$ cat config.mk
export PLATFORM = sky130hd
export DESIGN_NAME = bss_sequencer
export DESIGN_NICKNAME = d
export VERILOG_FILES = /design/src/rtl/bss_pkg.sv /design/src/rtl/bss_low_timer.sv /design/src/rtl/bss_sequencer.sv
export SDC_FILE = /design/constraint.sdc
export NUM_CORES = 1
export LEC_CHECK = 0
export BUFFER_PORTS_ARGS = -buffer_cell sky130_fd_sc_hd__buf_2
export CORE_MARGIN = 10
export CORE_UTILIZATION = 35
export DETAILED_ROUTE_END_ITERATION = 10
export PLACE_DENSITY = 0.51
export SYNTH_ARGS = -nofsm -noshare
export SYNTH_HDL_FRONTEND = slang
export SYNTH_SLANG_ARGS = --single-unit
export TNS_END_PERCENT = 100
$ cat constraint.sdc
create_clock -name clk_i -period 8.4 [get_ports clk_i]
set_clock_uncertainty 0.15 [all_clocks]
set_input_delay 1.68 -clock clk_i [delete_from_list [all_inputs] [get_ports clk_i]]
set_output_delay 1.68 -clock clk_i [all_outputs]
set_load 0.005 [all_outputs]
$ cat src/rtl/bss_pkg.sv
package bss_pkg;
   // ---------------------------------------------------------------
   // timebase
   // ---------------------------------------------------------------
   localparam int CLK_MHZ = 100;
   localparam int TICK_NS = 1000;                   // 1 us tick period
   localparam int TICK_DIV = TICK_NS * CLK_MHZ / 1000;

   // ---------------------------------------------------------------
   // times in microseconds (tick counts)
   // ---------------------------------------------------------------
   localparam int DETECT_DELAY_US = 100;
   localparam int DETECT_LOW_US = 260;
   localparam int DETECT_WINDOW_US = 1000;
   localparam int EN_OFF_US = 2500;
   localparam int DIM_OFF_US = 20000;
   localparam int REDUCED_LIMIT_US = 5000;
   localparam int BIT_MIN_US = 2;
   localparam int BIT_HALF_MAX_US = 180;
   localparam int STREAM_END_US = 360;
   localparam int ACK_VALID_US = 2;
   localparam int ACK_DURATION_US = 512;
   localparam int ACK_HOLD_US = 256;
   localparam int SOFT_RAMP_US = 1000;

   // ---------------------------------------------------------------
   // one-wire stream layout
   // ---------------------------------------------------------------
   localparam int CODE_W = 9;
   localparam logic [8:0] CODE_RESET = 9'h1ff;
   localparam int FRAME_W = 16;
   localparam int ACK_BIT_POS = 15;
   localparam int CNT_W = 16;
   localparam int NCH = 2;

   // ---------------------------------------------------------------
   // sequencer states
   // ---------------------------------------------------------------
   typedef enum logic [2:0] {
      BSS_OFF, BSS_DETECT, BSS_CHECK, BSS_ABORT, BSS_RUN
   } bss_state_e;
endpackage

$ cat src/rtl/bss_low_timer.sv
`timescale 1ns/1ps
// counts ticks while a level is low; flags once past a limit
module bss_low_timer #(
   parameter int LIMIT = 2500
) (
   input wire logic clk_i,
   input wire logic rst_n_i,
   input wire logic tick_i,
   input wire logic level_i,
   output logic expired_o
);
   typedef struct packed {
      logic [15:0] cnt;
      logic expired;
   } bss_lt_s;
   bss_lt_s r, next_r;

   // ---------------------------------------------------------------
   // counter
   // ---------------------------------------------------------------
   // a high level restarts the count, so glitch-free pulses keep it 0
   always_comb begin
      next_r = r;
      if (level_i) begin
         next_r.cnt = '0;
         next_r.expired = 1'b0;
      end else if (tick_i && !r.expired) begin
         next_r.cnt = r.cnt + 16'h0001;
         if (r.cnt >= 16'(LIMIT)) begin
            next_r.expired = 1'b1;
         end
      end
   end

   always_ff @(posedge clk_i or negedge rst_n_i) begin
      if (!rst_n_i) begin
         r <= '0;
      end else begin
         r <= next_r;
      end
   end

   assign expired_o = r.expired;
endmodule

$ cat src/rtl/bss_sequencer.sv
`timescale 1ns/1ps
// Summary of operation
// RULE1: leave shutdown only with supply good, enable high, dimming high.
// RULE2: detection window picks one-wire on pattern, else PWM interface.
// RULE3: host waits 100us, holds enable low over 260us within 1ms.
// RULE4: at window end, grounded sink feedback pins disable their channel.
// RULE5: both sink pins grounded aborts start-up; no switching ever.
// RULE6: soft start and switching begin only after channel detection.
// RULE7: enable low over 2.5ms or dimming low over 20ms shuts down.
// RULE8: first 5ms of switching uses startup current limit, then normal.
// RULE9: host gives at least 2us start period before each stream.
// RULE10: host holds end-of-stream 2us to 360us after last bit.
// RULE11: zero bit: high 2-180us, low at least twice that, max 360us.
// RULE12: one bit: low 2-180us, high at least twice that, max 360us.
// RULE13: active-low acknowledge only when request_ack_bit set; host pulls up.
// RULE14: acknowledge low valid within 2us, released within 512us.
// RULE15: 9-bit brightness code resets to all ones on shutdown.
// RULE16: interface selection repeats at every start-up from shutdown.
// RULE17: pin phases measured by tick counters; bits by phase comparison.
// RULE18: shutdown clears selection, channel enables and soft-start timer.
module bss_sequencer #(
   parameter int EN_OFF_TICKS = bss_pkg::EN_OFF_US,
   parameter int DIM_OFF_TICKS = bss_pkg::DIM_OFF_US,
   parameter int LIMIT_TICKS = bss_pkg::REDUCED_LIMIT_US,
   // clock cycles per timebase tick; shortened only to speed up runs
   parameter int TICK_CYCLES = bss_pkg::TICK_DIV
) (
   input wire logic clk_i,
   input wire logic arst_n_i,
   input wire logic supply_good_i,
   input wire logic enable_pin_i,
   input wire logic dimming_pin_i,
   input wire logic [bss_pkg::NCH-1:0] sink_feedback_pin_i,
   input wire logic enable_pin_ack_i,
   output logic enable_pin_ack_o,
   output logic enable_pin_ack_oe_o,
   output logic active_o,
   output logic one_wire_sel_o,
   output logic [bss_pkg::NCH-1:0] channel_en_o,
   output logic switching_o,
   output logic startup_current_limit_o,
   output logic [7:0] comp_ramp_o,
   output logic [bss_pkg::CODE_W-1:0] brightness_code_o,
   output logic code_update_o
);
   import bss_pkg::*;

   typedef struct packed {
      logic [1:0] sup_s1, en_s1, dim_s1;
      logic [1:0] sup_s2, en_s2, dim_s2;
      logic [NCH-1:0] fb_s1, fb_s2;
      logic [6:0] div;
      logic tick;
      bss_state_e state;
      logic [CNT_W-1:0] t;
      logic [CNT_W-1:0] low_t;
      logic one_wire;
      logic [NCH-1:0] ch_en;
      logic [CNT_W-1:0] ss_t;
      logic [7:0] ramp;
      logic en_d;
      logic [CNT_W-1:0] hi_t, lo_t;
      logic [FRAME_W-1:0] shreg;
      logic [4:0] nbits;
      logic [CODE_W-1:0] code;
      logic upd;
      logic [CNT_W-1:0] ack_t;
      logic ack;
   } bss_s;
   bss_s r, next_r;

   logic rst_n;
   logic en_q, dim_q, sup_q, en_rise, en_fall, en_expired, dim_expired;
   logic [NCH-1:0] fb_q;

   // ---------------------------------------------------------------
   // reset release and synchronised pins
   // ---------------------------------------------------------------
   // reset synchroniser kept outside the struct: it drives the others
   logic [1:0] rst_pipe;
   always_ff @(posedge clk_i or negedge arst_n_i) begin
      if (!arst_n_i) begin
         rst_pipe <= 2'b00;
      end else begin
         rst_pipe <= {rst_pipe[0], 1'b1};
      end
   end
   assign rst_n = rst_pipe[1];

   assign en_q = r.en_s2[0];
   assign dim_q = r.dim_s2[0];
   assign sup_q = r.sup_s2[0];
   assign fb_q = r.fb_s2;
   assign en_rise = en_q && !r.en_d;
   assign en_fall = !en_q && r.en_d;

   // ---------------------------------------------------------------
   // shutdown low timers
   // ---------------------------------------------------------------
   bss_low_timer #(.LIMIT(EN_OFF_TICKS)) u_en_off (
      .clk_i(clk_i),
      .rst_n_i(rst_n),
      .tick_i(r.tick),
      .level_i(en_q),
      .expired_o(en_expired)
   );
   bss_low_timer #(.LIMIT(DIM_OFF_TICKS)) u_dim_off (
      .clk_i(clk_i),
      .rst_n_i(rst_n),
      .tick_i(r.tick),
      .level_i(dim_q),
      .expired_o(dim_expired)
   );

   // ---------------------------------------------------------------
   // sequencer, one-wire decoder, acknowledge
   // ---------------------------------------------------------------
   always_comb begin
      next_r = r;
      // first stage only feeds second stage
      next_r.sup_s1 = {1'b0, supply_good_i};
      next_r.en_s1 = {1'b0, enable_pin_i};
      next_r.dim_s1 = {1'b0, dimming_pin_i};
      next_r.fb_s1 = sink_feedback_pin_i;
      next_r.sup_s2 = r.sup_s1;
      next_r.en_s2 = r.en_s1;
      next_r.dim_s2 = r.dim_s1;
      next_r.fb_s2 = r.fb_s1;
      next_r.en_d = en_q;
      next_r.upd = 1'b0;
      // 1 us tick from the 100 MHz clock
      next_r.tick = (r.div == 7'(TICK_CYCLES - 1));
      next_r.div = next_r.tick ? 7'h00 : r.div + 7'h01; // RULE17
      if (r.tick && r.t != '1) begin
         next_r.t = r.t + 16'h0001;
      end
      unique case (r.state)
         BSS_OFF: begin
            // all three start conditions together
            if (sup_q && en_q && dim_q) begin // RULE1
               next_r.state = BSS_DETECT;
               next_r.t = '0;
               next_r.low_t = '0;
            end
         end
         BSS_DETECT: begin
            // pattern: low run after the delay, done before window end
            if (!en_q && r.t >= 16'(DETECT_DELAY_US)) begin // RULE3
               if (r.tick) begin
                  next_r.low_t = r.low_t + 16'h0001;
               end
            end else if (en_q && r.low_t > 16'(DETECT_LOW_US)) begin
               next_r.one_wire = 1'b1; // RULE2
            end else if (en_q) begin
               next_r.low_t = '0;
            end
            if (r.t >= 16'(DETECT_WINDOW_US)) begin
               next_r.state = BSS_CHECK; // RULE2
            end
         end
         BSS_CHECK: begin
            // grounded feedback pin (reads 0) drops the channel
            next_r.ch_en = fb_q; // RULE4
            next_r.ss_t = '0;
            next_r.ramp = '0;
            next_r.state = (fb_q == '0) ? BSS_ABORT : BSS_RUN; // RULE5
         end
         BSS_ABORT: begin
            // parked until shutdown; no switching from here
            next_r.state = BSS_ABORT; // RULE5
         end
         BSS_RUN: begin
            // soft start follows channel detection
            if (r.tick && r.ss_t != '1) begin // RULE6
               next_r.ss_t = r.ss_t + 16'h0001;
               if (r.ss_t < 16'(SOFT_RAMP_US) && r.ss_t[1:0] == 2'b11) begin
                  next_r.ramp = (r.ramp == 8'hff) ? r.ramp : r.ramp + 8'h01;
               end
            end
         end
      endcase
      // one-wire bit decoder: phases measured, then compared
      if (r.one_wire && r.state == BSS_RUN) begin
         if (en_q && r.tick && r.hi_t != '1) begin
            next_r.hi_t = r.hi_t + 16'h0001; // RULE17
         end
         if (!en_q && r.tick && r.lo_t != '1) begin
            next_r.lo_t = r.lo_t + 16'h0001;
         end
         if (en_rise && r.hi_t != '0) begin
            // bit ends on low-to-high edge: high came first
            // short phase up to 180 us, long phase up to 360 us
            if (r.hi_t <= 16'(STREAM_END_US) &&
                r.lo_t <= 16'(STREAM_END_US) &&
                (r.hi_t <= 16'(BIT_HALF_MAX_US) ||
                 r.lo_t <= 16'(BIT_HALF_MAX_US))) begin
               next_r.shreg = {r.shreg[FRAME_W-2:0],
                               (r.hi_t > r.lo_t)}; // RULE11 RULE12
               next_r.nbits = r.nbits + 5'h01;
            end else begin
               // malformed bit: drop the stream rather than misalign it
               next_r.nbits = '0;
            end
            next_r.hi_t = '0;
            next_r.lo_t = '0;
         end else if (en_rise) begin
            next_r.lo_t = '0;
         end
         // end of stream: line held high past one bit's worth
         if (en_q && r.hi_t > 16'(STREAM_END_US) - 16'h0001 &&
             r.hi_t != '1 && r.tick) begin
            next_r.hi_t = '1;
            if (r.nbits == 5'(FRAME_W)) begin
               next_r.code = r.shreg[CODE_W-1:0]; // RULE15
               next_r.upd = 1'b1;
               if (r.shreg[ACK_BIT_POS]) begin // RULE13
                  next_r.ack = 1'b1;
                  next_r.ack_t = '0;
               end
            end
            next_r.nbits = '0;
         end
      end
      // acknowledge window, driven low from the next cycle
      if (r.ack && r.tick) begin
         next_r.ack_t = r.ack_t + 16'h0001;
         if (r.ack_t >= 16'(ACK_HOLD_US)) begin // RULE14
            next_r.ack = 1'b0;
         end
      end
      // shutdown path clears the whole sequence
      if (!sup_q || en_expired || dim_expired) begin // RULE7
         next_r.state = BSS_OFF; // RULE16
         next_r.one_wire = 1'b0; // RULE18
         next_r.ch_en = '0;
         next_r.ss_t = '0;
         next_r.ramp = '0;
         next_r.code = CODE_RESET; // RULE15
         next_r.ack = 1'b0;
         next_r.nbits = '0;
         next_r.hi_t = '0;
         next_r.lo_t = '0;
      end
   end

   always_ff @(posedge clk_i or negedge rst_n) begin
      if (!rst_n) begin
         r <= '0;
         r.code <= CODE_RESET;
         r.state <= BSS_OFF;
      end else begin
         r <= next_r;
      end
   end

   // ---------------------------------------------------------------
   // outputs
   // ---------------------------------------------------------------
   assign active_o = (r.state == BSS_RUN);
   assign one_wire_sel_o = r.one_wire;
   assign channel_en_o = r.ch_en;
   assign switching_o = (r.state == BSS_RUN); // RULE6
   assign startup_current_limit_o = (r.state == BSS_RUN) &&
                                    (r.ss_t < 16'(LIMIT_TICKS)); // RULE8
   assign comp_ramp_o = r.ramp;
   assign brightness_code_o = r.code;
   assign code_update_o = r.upd;
   // open drain: only ever pulls low
   assign enable_pin_ack_o = 1'b0;
   assign enable_pin_ack_oe_o = r.ack; // RULE13
   logic unused_ack;
   assign unused_ack = enable_pin_ack_i;
endmodule

==> impl_summary.txt <==
----------------------------------------------------
[Status]
  Result of the run ... complete, no violations

[Floorplan]
  Number of placement rows ... 63
  Die Height ... 194 µm
  Area of the die ... 37700 µm²
  Chip width ... 194 µm
  Initial core utilization ... 35.6%
  CORE AREA ... 29800 µm²
  I/O pin total ... 34

[Cells and area]
  Post-layout nets ... 1180
  Layout cells sized above 1 ... 10.2%
  Synth-to-Final Area Change ... 9.14%
  Final instance area ... between 10000 and 15000 µm²
  Diodes inserted ... 0
  End-of-flow core utilization ... 38.9%

[Global routing]
  Grt met3 use ... around 2.1%
  Initial antenna violation count ... 0
  Global-route met1 utilization ... 16.1%
  Highest-utilization routing layer at the global route stage ... met2
  First-pass GRT wire length ... 39.1 mm
  All-layer global routing usage ... 12.1%
  Total overflow reported by the global router ... 0
  Global-route track usage on met2 ... 19.6%
  Maximum number of pins on one net before global-route repair ... a little under 80
  Number of global-route vias before repair ... 7859

[Logic synthesis]
  Share of the synthesized area in the top cell type ... ~44%
  FFs w/ async S/R, synth ... 100%
  Post-synth EDFFs ... 0
  Commonest register cell after synthesis ... sky130_fd_sc_hd__dfrtp_1
  Number of storage elements in the synthesis netlist ... 197
  Top cell type by total area after synthesis ... sky130_fd_sc_hd__dfrtp_1
  Largest cells by area after synthesis ... sky130_fd_sc_hd__dfrtp_1, sky130_fd_sc_hd__nor2_1, sky130_fd_sc_hd__ha_1
  Sequential-to-total area share from yosys stat ... 46.5%
  Post-synth cell types ... 73
  Cell Area, Synth ... between 10000 and 15000 µm²
  Mapped Cells ... 1136
  Count of synthesis-stage warnings from yosys ... 0
  Average cell area after synthesis ... 9.35 µm²
  Mapped Nets ... 1179

[Clock tree]
  Resized cells post-CTS ... 0
  CTS tree ... yes
  Clock Root Buffer ... sky130_fd_sc_hd__clkbuf_16
  Clock latency of the later-clocked register in the worst-skew pair ... 450 ps
  Reg clk slew, reported paths ... approximately 70 ps
  Hold bufs inserted after CTS ... 0
  Maximum level of the CTS H-tree ... 4
  Max Root-Sink Buffers ... 2
  Clock net sink count ... 197
  CTS buffer count ... 17
  Setup bufs post-CTS ... 0

[Route]
  Routed wire length per instance ... 14.5 µm
  Average via count per standard cell ... around 5.1
  TritonRoute pass-1 iters ... 4
  Post-detailed-routing wire length ... 22.3 mm
  Total number of vias ... roughly 7.8k
  Post-route ant nets ... 0
  Initial detailed-routing violation count ... 453
  Drt drc ... 0

[STA]
  Final critical-path required period ... 3720 ps
  Final hold violation count ... 0
  RSZ-0062 raised after global routing ... false
  Slew margin rel. ... 26.8%
  Worst hold-check slack ... 200 ps
  Setup Viol. Count Final ... 0
  Crit path setup slack, layout ... approximately 4700 ps
  Period utilisation layout ... between 40 and 50%
  Timing-limited maximum frequency ... ~0.27 GHz
  Max-slew violation total from the final report ... 0
  Total negative slack for setup checks ... 0 ps
  Worst Max-Slew Pin Slew ... roughly 1100 ps

[Power and ir drop]
  Power density normalized to cell area ... between 150 and 200 nW/µm²
  Leakage ... about 5.1 nW
  Maximum vdd drop ... 148 µV

[Placed design]
  Routability congestion estimate ... 0.835
  Half-perimeter wire length after detailed placement ... 15.2 mm
  Placed instance area ... 11000 µm²
  Count of input and output buffers ... 31
  Post-Place Setup Slack ... 5160 ps

[Worst setup path]
  Start point of the critical path ... r[142]
  Startpoint of the lowest-slack register-to-register path ... r[64]
  Type of the worst setup path ... reg -> out
  CP peak stage delay ... 560 ps
  Crit-path cells ... nor3b_4, nand2_1, a21oi_1, buf_2
  Data arrival time of the critical path ... 1890 ps
  Required time of the critical path ... 6570 ps
  Register-to-register setup slack ... 5060 ps
  Cells on worst reg2reg path ... 8
  Cell type group with the largest total delay on the critical path ... simple AND/OR/NAND/NOR gates
  Library cell contributing the largest single delay on the critical path ... sky130_fd_sc_hd__dfrtp_1
  Endpoint type of the worst setup path ... output pin
  Critical path peak fanout ... 12
  Crit path buf inv count ... 1
  Kind of launch point of the worst setup path ... flip-flop
  Reg2Reg Capture Point ... r[66]

[Hold path]
  Beginning of the worst hold path ... next_r[157]
  Hold WC Path Type ... reg -> reg
  Number of instances on the worst hold path ... 0
  Hold Crit Endpoint ... en_q

[Job]
  Max_cap viols ... 0

----------------------------------------------------
-- power breakdown --
part	internal (W)	leakage, nW	switching [W]
Combinational	0.00000777	2.12	0.0000308
Clock	0.000455	0.301	0.000407
Sequential	0.000951	2.68	0.00000994
Total	0.00141	5.10	0.000448
-- flip-flops by register name, indices dropped and copies added (netlist names), 2 cells and up --
| register | cells |
|---|---|
| rst_pipe | 2 |
| channel_en_o | 2 |
| u_en_off.r | 16 |
| fb_q | 2 |
| r | 130 |
| u_dim_off.r | 16 |
| next_r | 5 |
| comp_ramp_o | 8 |
| brightness_code_o | 9 |
-- metal layers --
metal	share of wire, %	up-vias
met3	1.9	12
met5	0	-
met4	1.0	0
li1	-	3950
met2	47	48
met1	50	3791
-- Yosys cell counts (10+ instances only) --
library cell                 n
sky130_fd_sc_hd__dfrtp_1   188
sky130_fd_sc_hd__nor2_1    150
sky130_fd_sc_hd__nand2_1    99
sky130_fd_sc_hd__nand3_1    63
sky130_fd_sc_hd__o21ai_0    61
sky130_fd_sc_hd__a21oi_1    60
sky130_fd_sc_hd__inv_1      50
sky130_fd_sc_hd__xor2_1     44
sky130_fd_sc_hd__xnor2_1    42
sky130_fd_sc_hd__ha_1       35
sky130_fd_sc_hd__nor3_1     29
sky130_fd_sc_hd__and3_1     28
sky130_fd_sc_hd__nand4_1    27
sky130_fd_sc_hd__buf_4      23
sky130_fd_sc_hd__buf_2      16
sky130_fd_sc_hd__clkbuf_1   14
sky130_fd_sc_hd__nand2b_1   13
sky130_fd_sc_hd__nor4_1     13
sky130_fd_sc_hd__a21o_1     10
sky130_fd_sc_hd__a31oi_1    10
sky130_fd_sc_hd__mux2_4     10
sky130_fd_sc_hd__nor2b_1    10
-- cell families (layout without fill, tap and decap cells) --
family                     after synthesis  after routing  share of synthesized area (%)
adders and majority gates               35             35                           4.12
xor gates and xnor gates                86             86                           7.09
AOI/OAI and AO/OA                      208            208                           12.2
and+or+nand+nor                        478            478                           22.1
buffers and inverters                  109            123                           5.30
muxes                                   21             21                           2.55
DFF                                    197            197                           46.5
other                                    2              2                         0.0707
-- how the worst max path moves through the flow --
stage / endpoint / slack [ps] / cells past startpoint
3_5_place_dp: r[66] / 5160 / 8
2_1_floorplan: channel_en_o[0] / 2370 / 0
3_3_place_gp: startup_current_limit_o / 5140 / 4
6_report: startup_current_limit_o / 4680 / 4
4_1_cts: startup_current_limit_o / 4670 / 4
5_1_grt: startup_current_limit_o / 4540 / 4
-- cell usage in the layout (no fill, tap or decap), types with 8 or more instances in the layout --
cell type	Yosys	routed
sky130_fd_sc_hd__a21o_1	10	10
sky130_fd_sc_hd__a21oi_1	60	60
sky130_fd_sc_hd__a31oi_1	10	10
sky130_fd_sc_hd__and3_1	28	28
sky130_fd_sc_hd__and4_1	9	9
sky130_fd_sc_hd__buf_2	16	31
sky130_fd_sc_hd__buf_4	23	10
sky130_fd_sc_hd__clkbuf_16	0	17
sky130_fd_sc_hd__dfrtp_1	188	187
sky130_fd_sc_hd__dfstp_2	9	9
sky130_fd_sc_hd__ha_1	35	35
sky130_fd_sc_hd__inv_1	50	50
sky130_fd_sc_hd__mux2_2	8	8
sky130_fd_sc_hd__mux2_4	10	10
sky130_fd_sc_hd__nand2_1	99	99
sky130_fd_sc_hd__nand2b_1	13	13
sky130_fd_sc_hd__nand3_1	63	63
sky130_fd_sc_hd__nand4_1	27	27
sky130_fd_sc_hd__nor2_1	150	150
sky130_fd_sc_hd__nor2b_1	10	10
sky130_fd_sc_hd__nor3_1	29	29
sky130_fd_sc_hd__nor4_1	13	13
sky130_fd_sc_hd__o21ai_0	61	61
sky130_fd_sc_hd__o31ai_1	9	9
sky130_fd_sc_hd__xnor2_1	42	42
sky130_fd_sc_hd__xor2_1	44	44
-- stage by stage --
| stage | total power (W) | std cells |
|---|---|---|
| 6_report | 0.00186 | 1540 |
| 2_1_floorplan | 0.00100 | 1136 |
| 5_1_grt | 0.00194 | 1540 |
| 3_3_place_gp | 0.00102 | 1508 |
| 3_5_place_dp | 0.00102 | 1508 |
| 4_1_cts | 0.00190 | 1540 |
-- layout make-up --
type,count,area (µm²)
Clock buffer,18,429
Clock inverter,14,190
Fill cell,3004,18200
Inverter,50,188
Multi-Input combinational cell,830,5120
Sequential cell,197,4940
Tap cell,390,488
Timing Repair Buffer,41,230
Note: power is estimated with default switching activity, not from simulation.
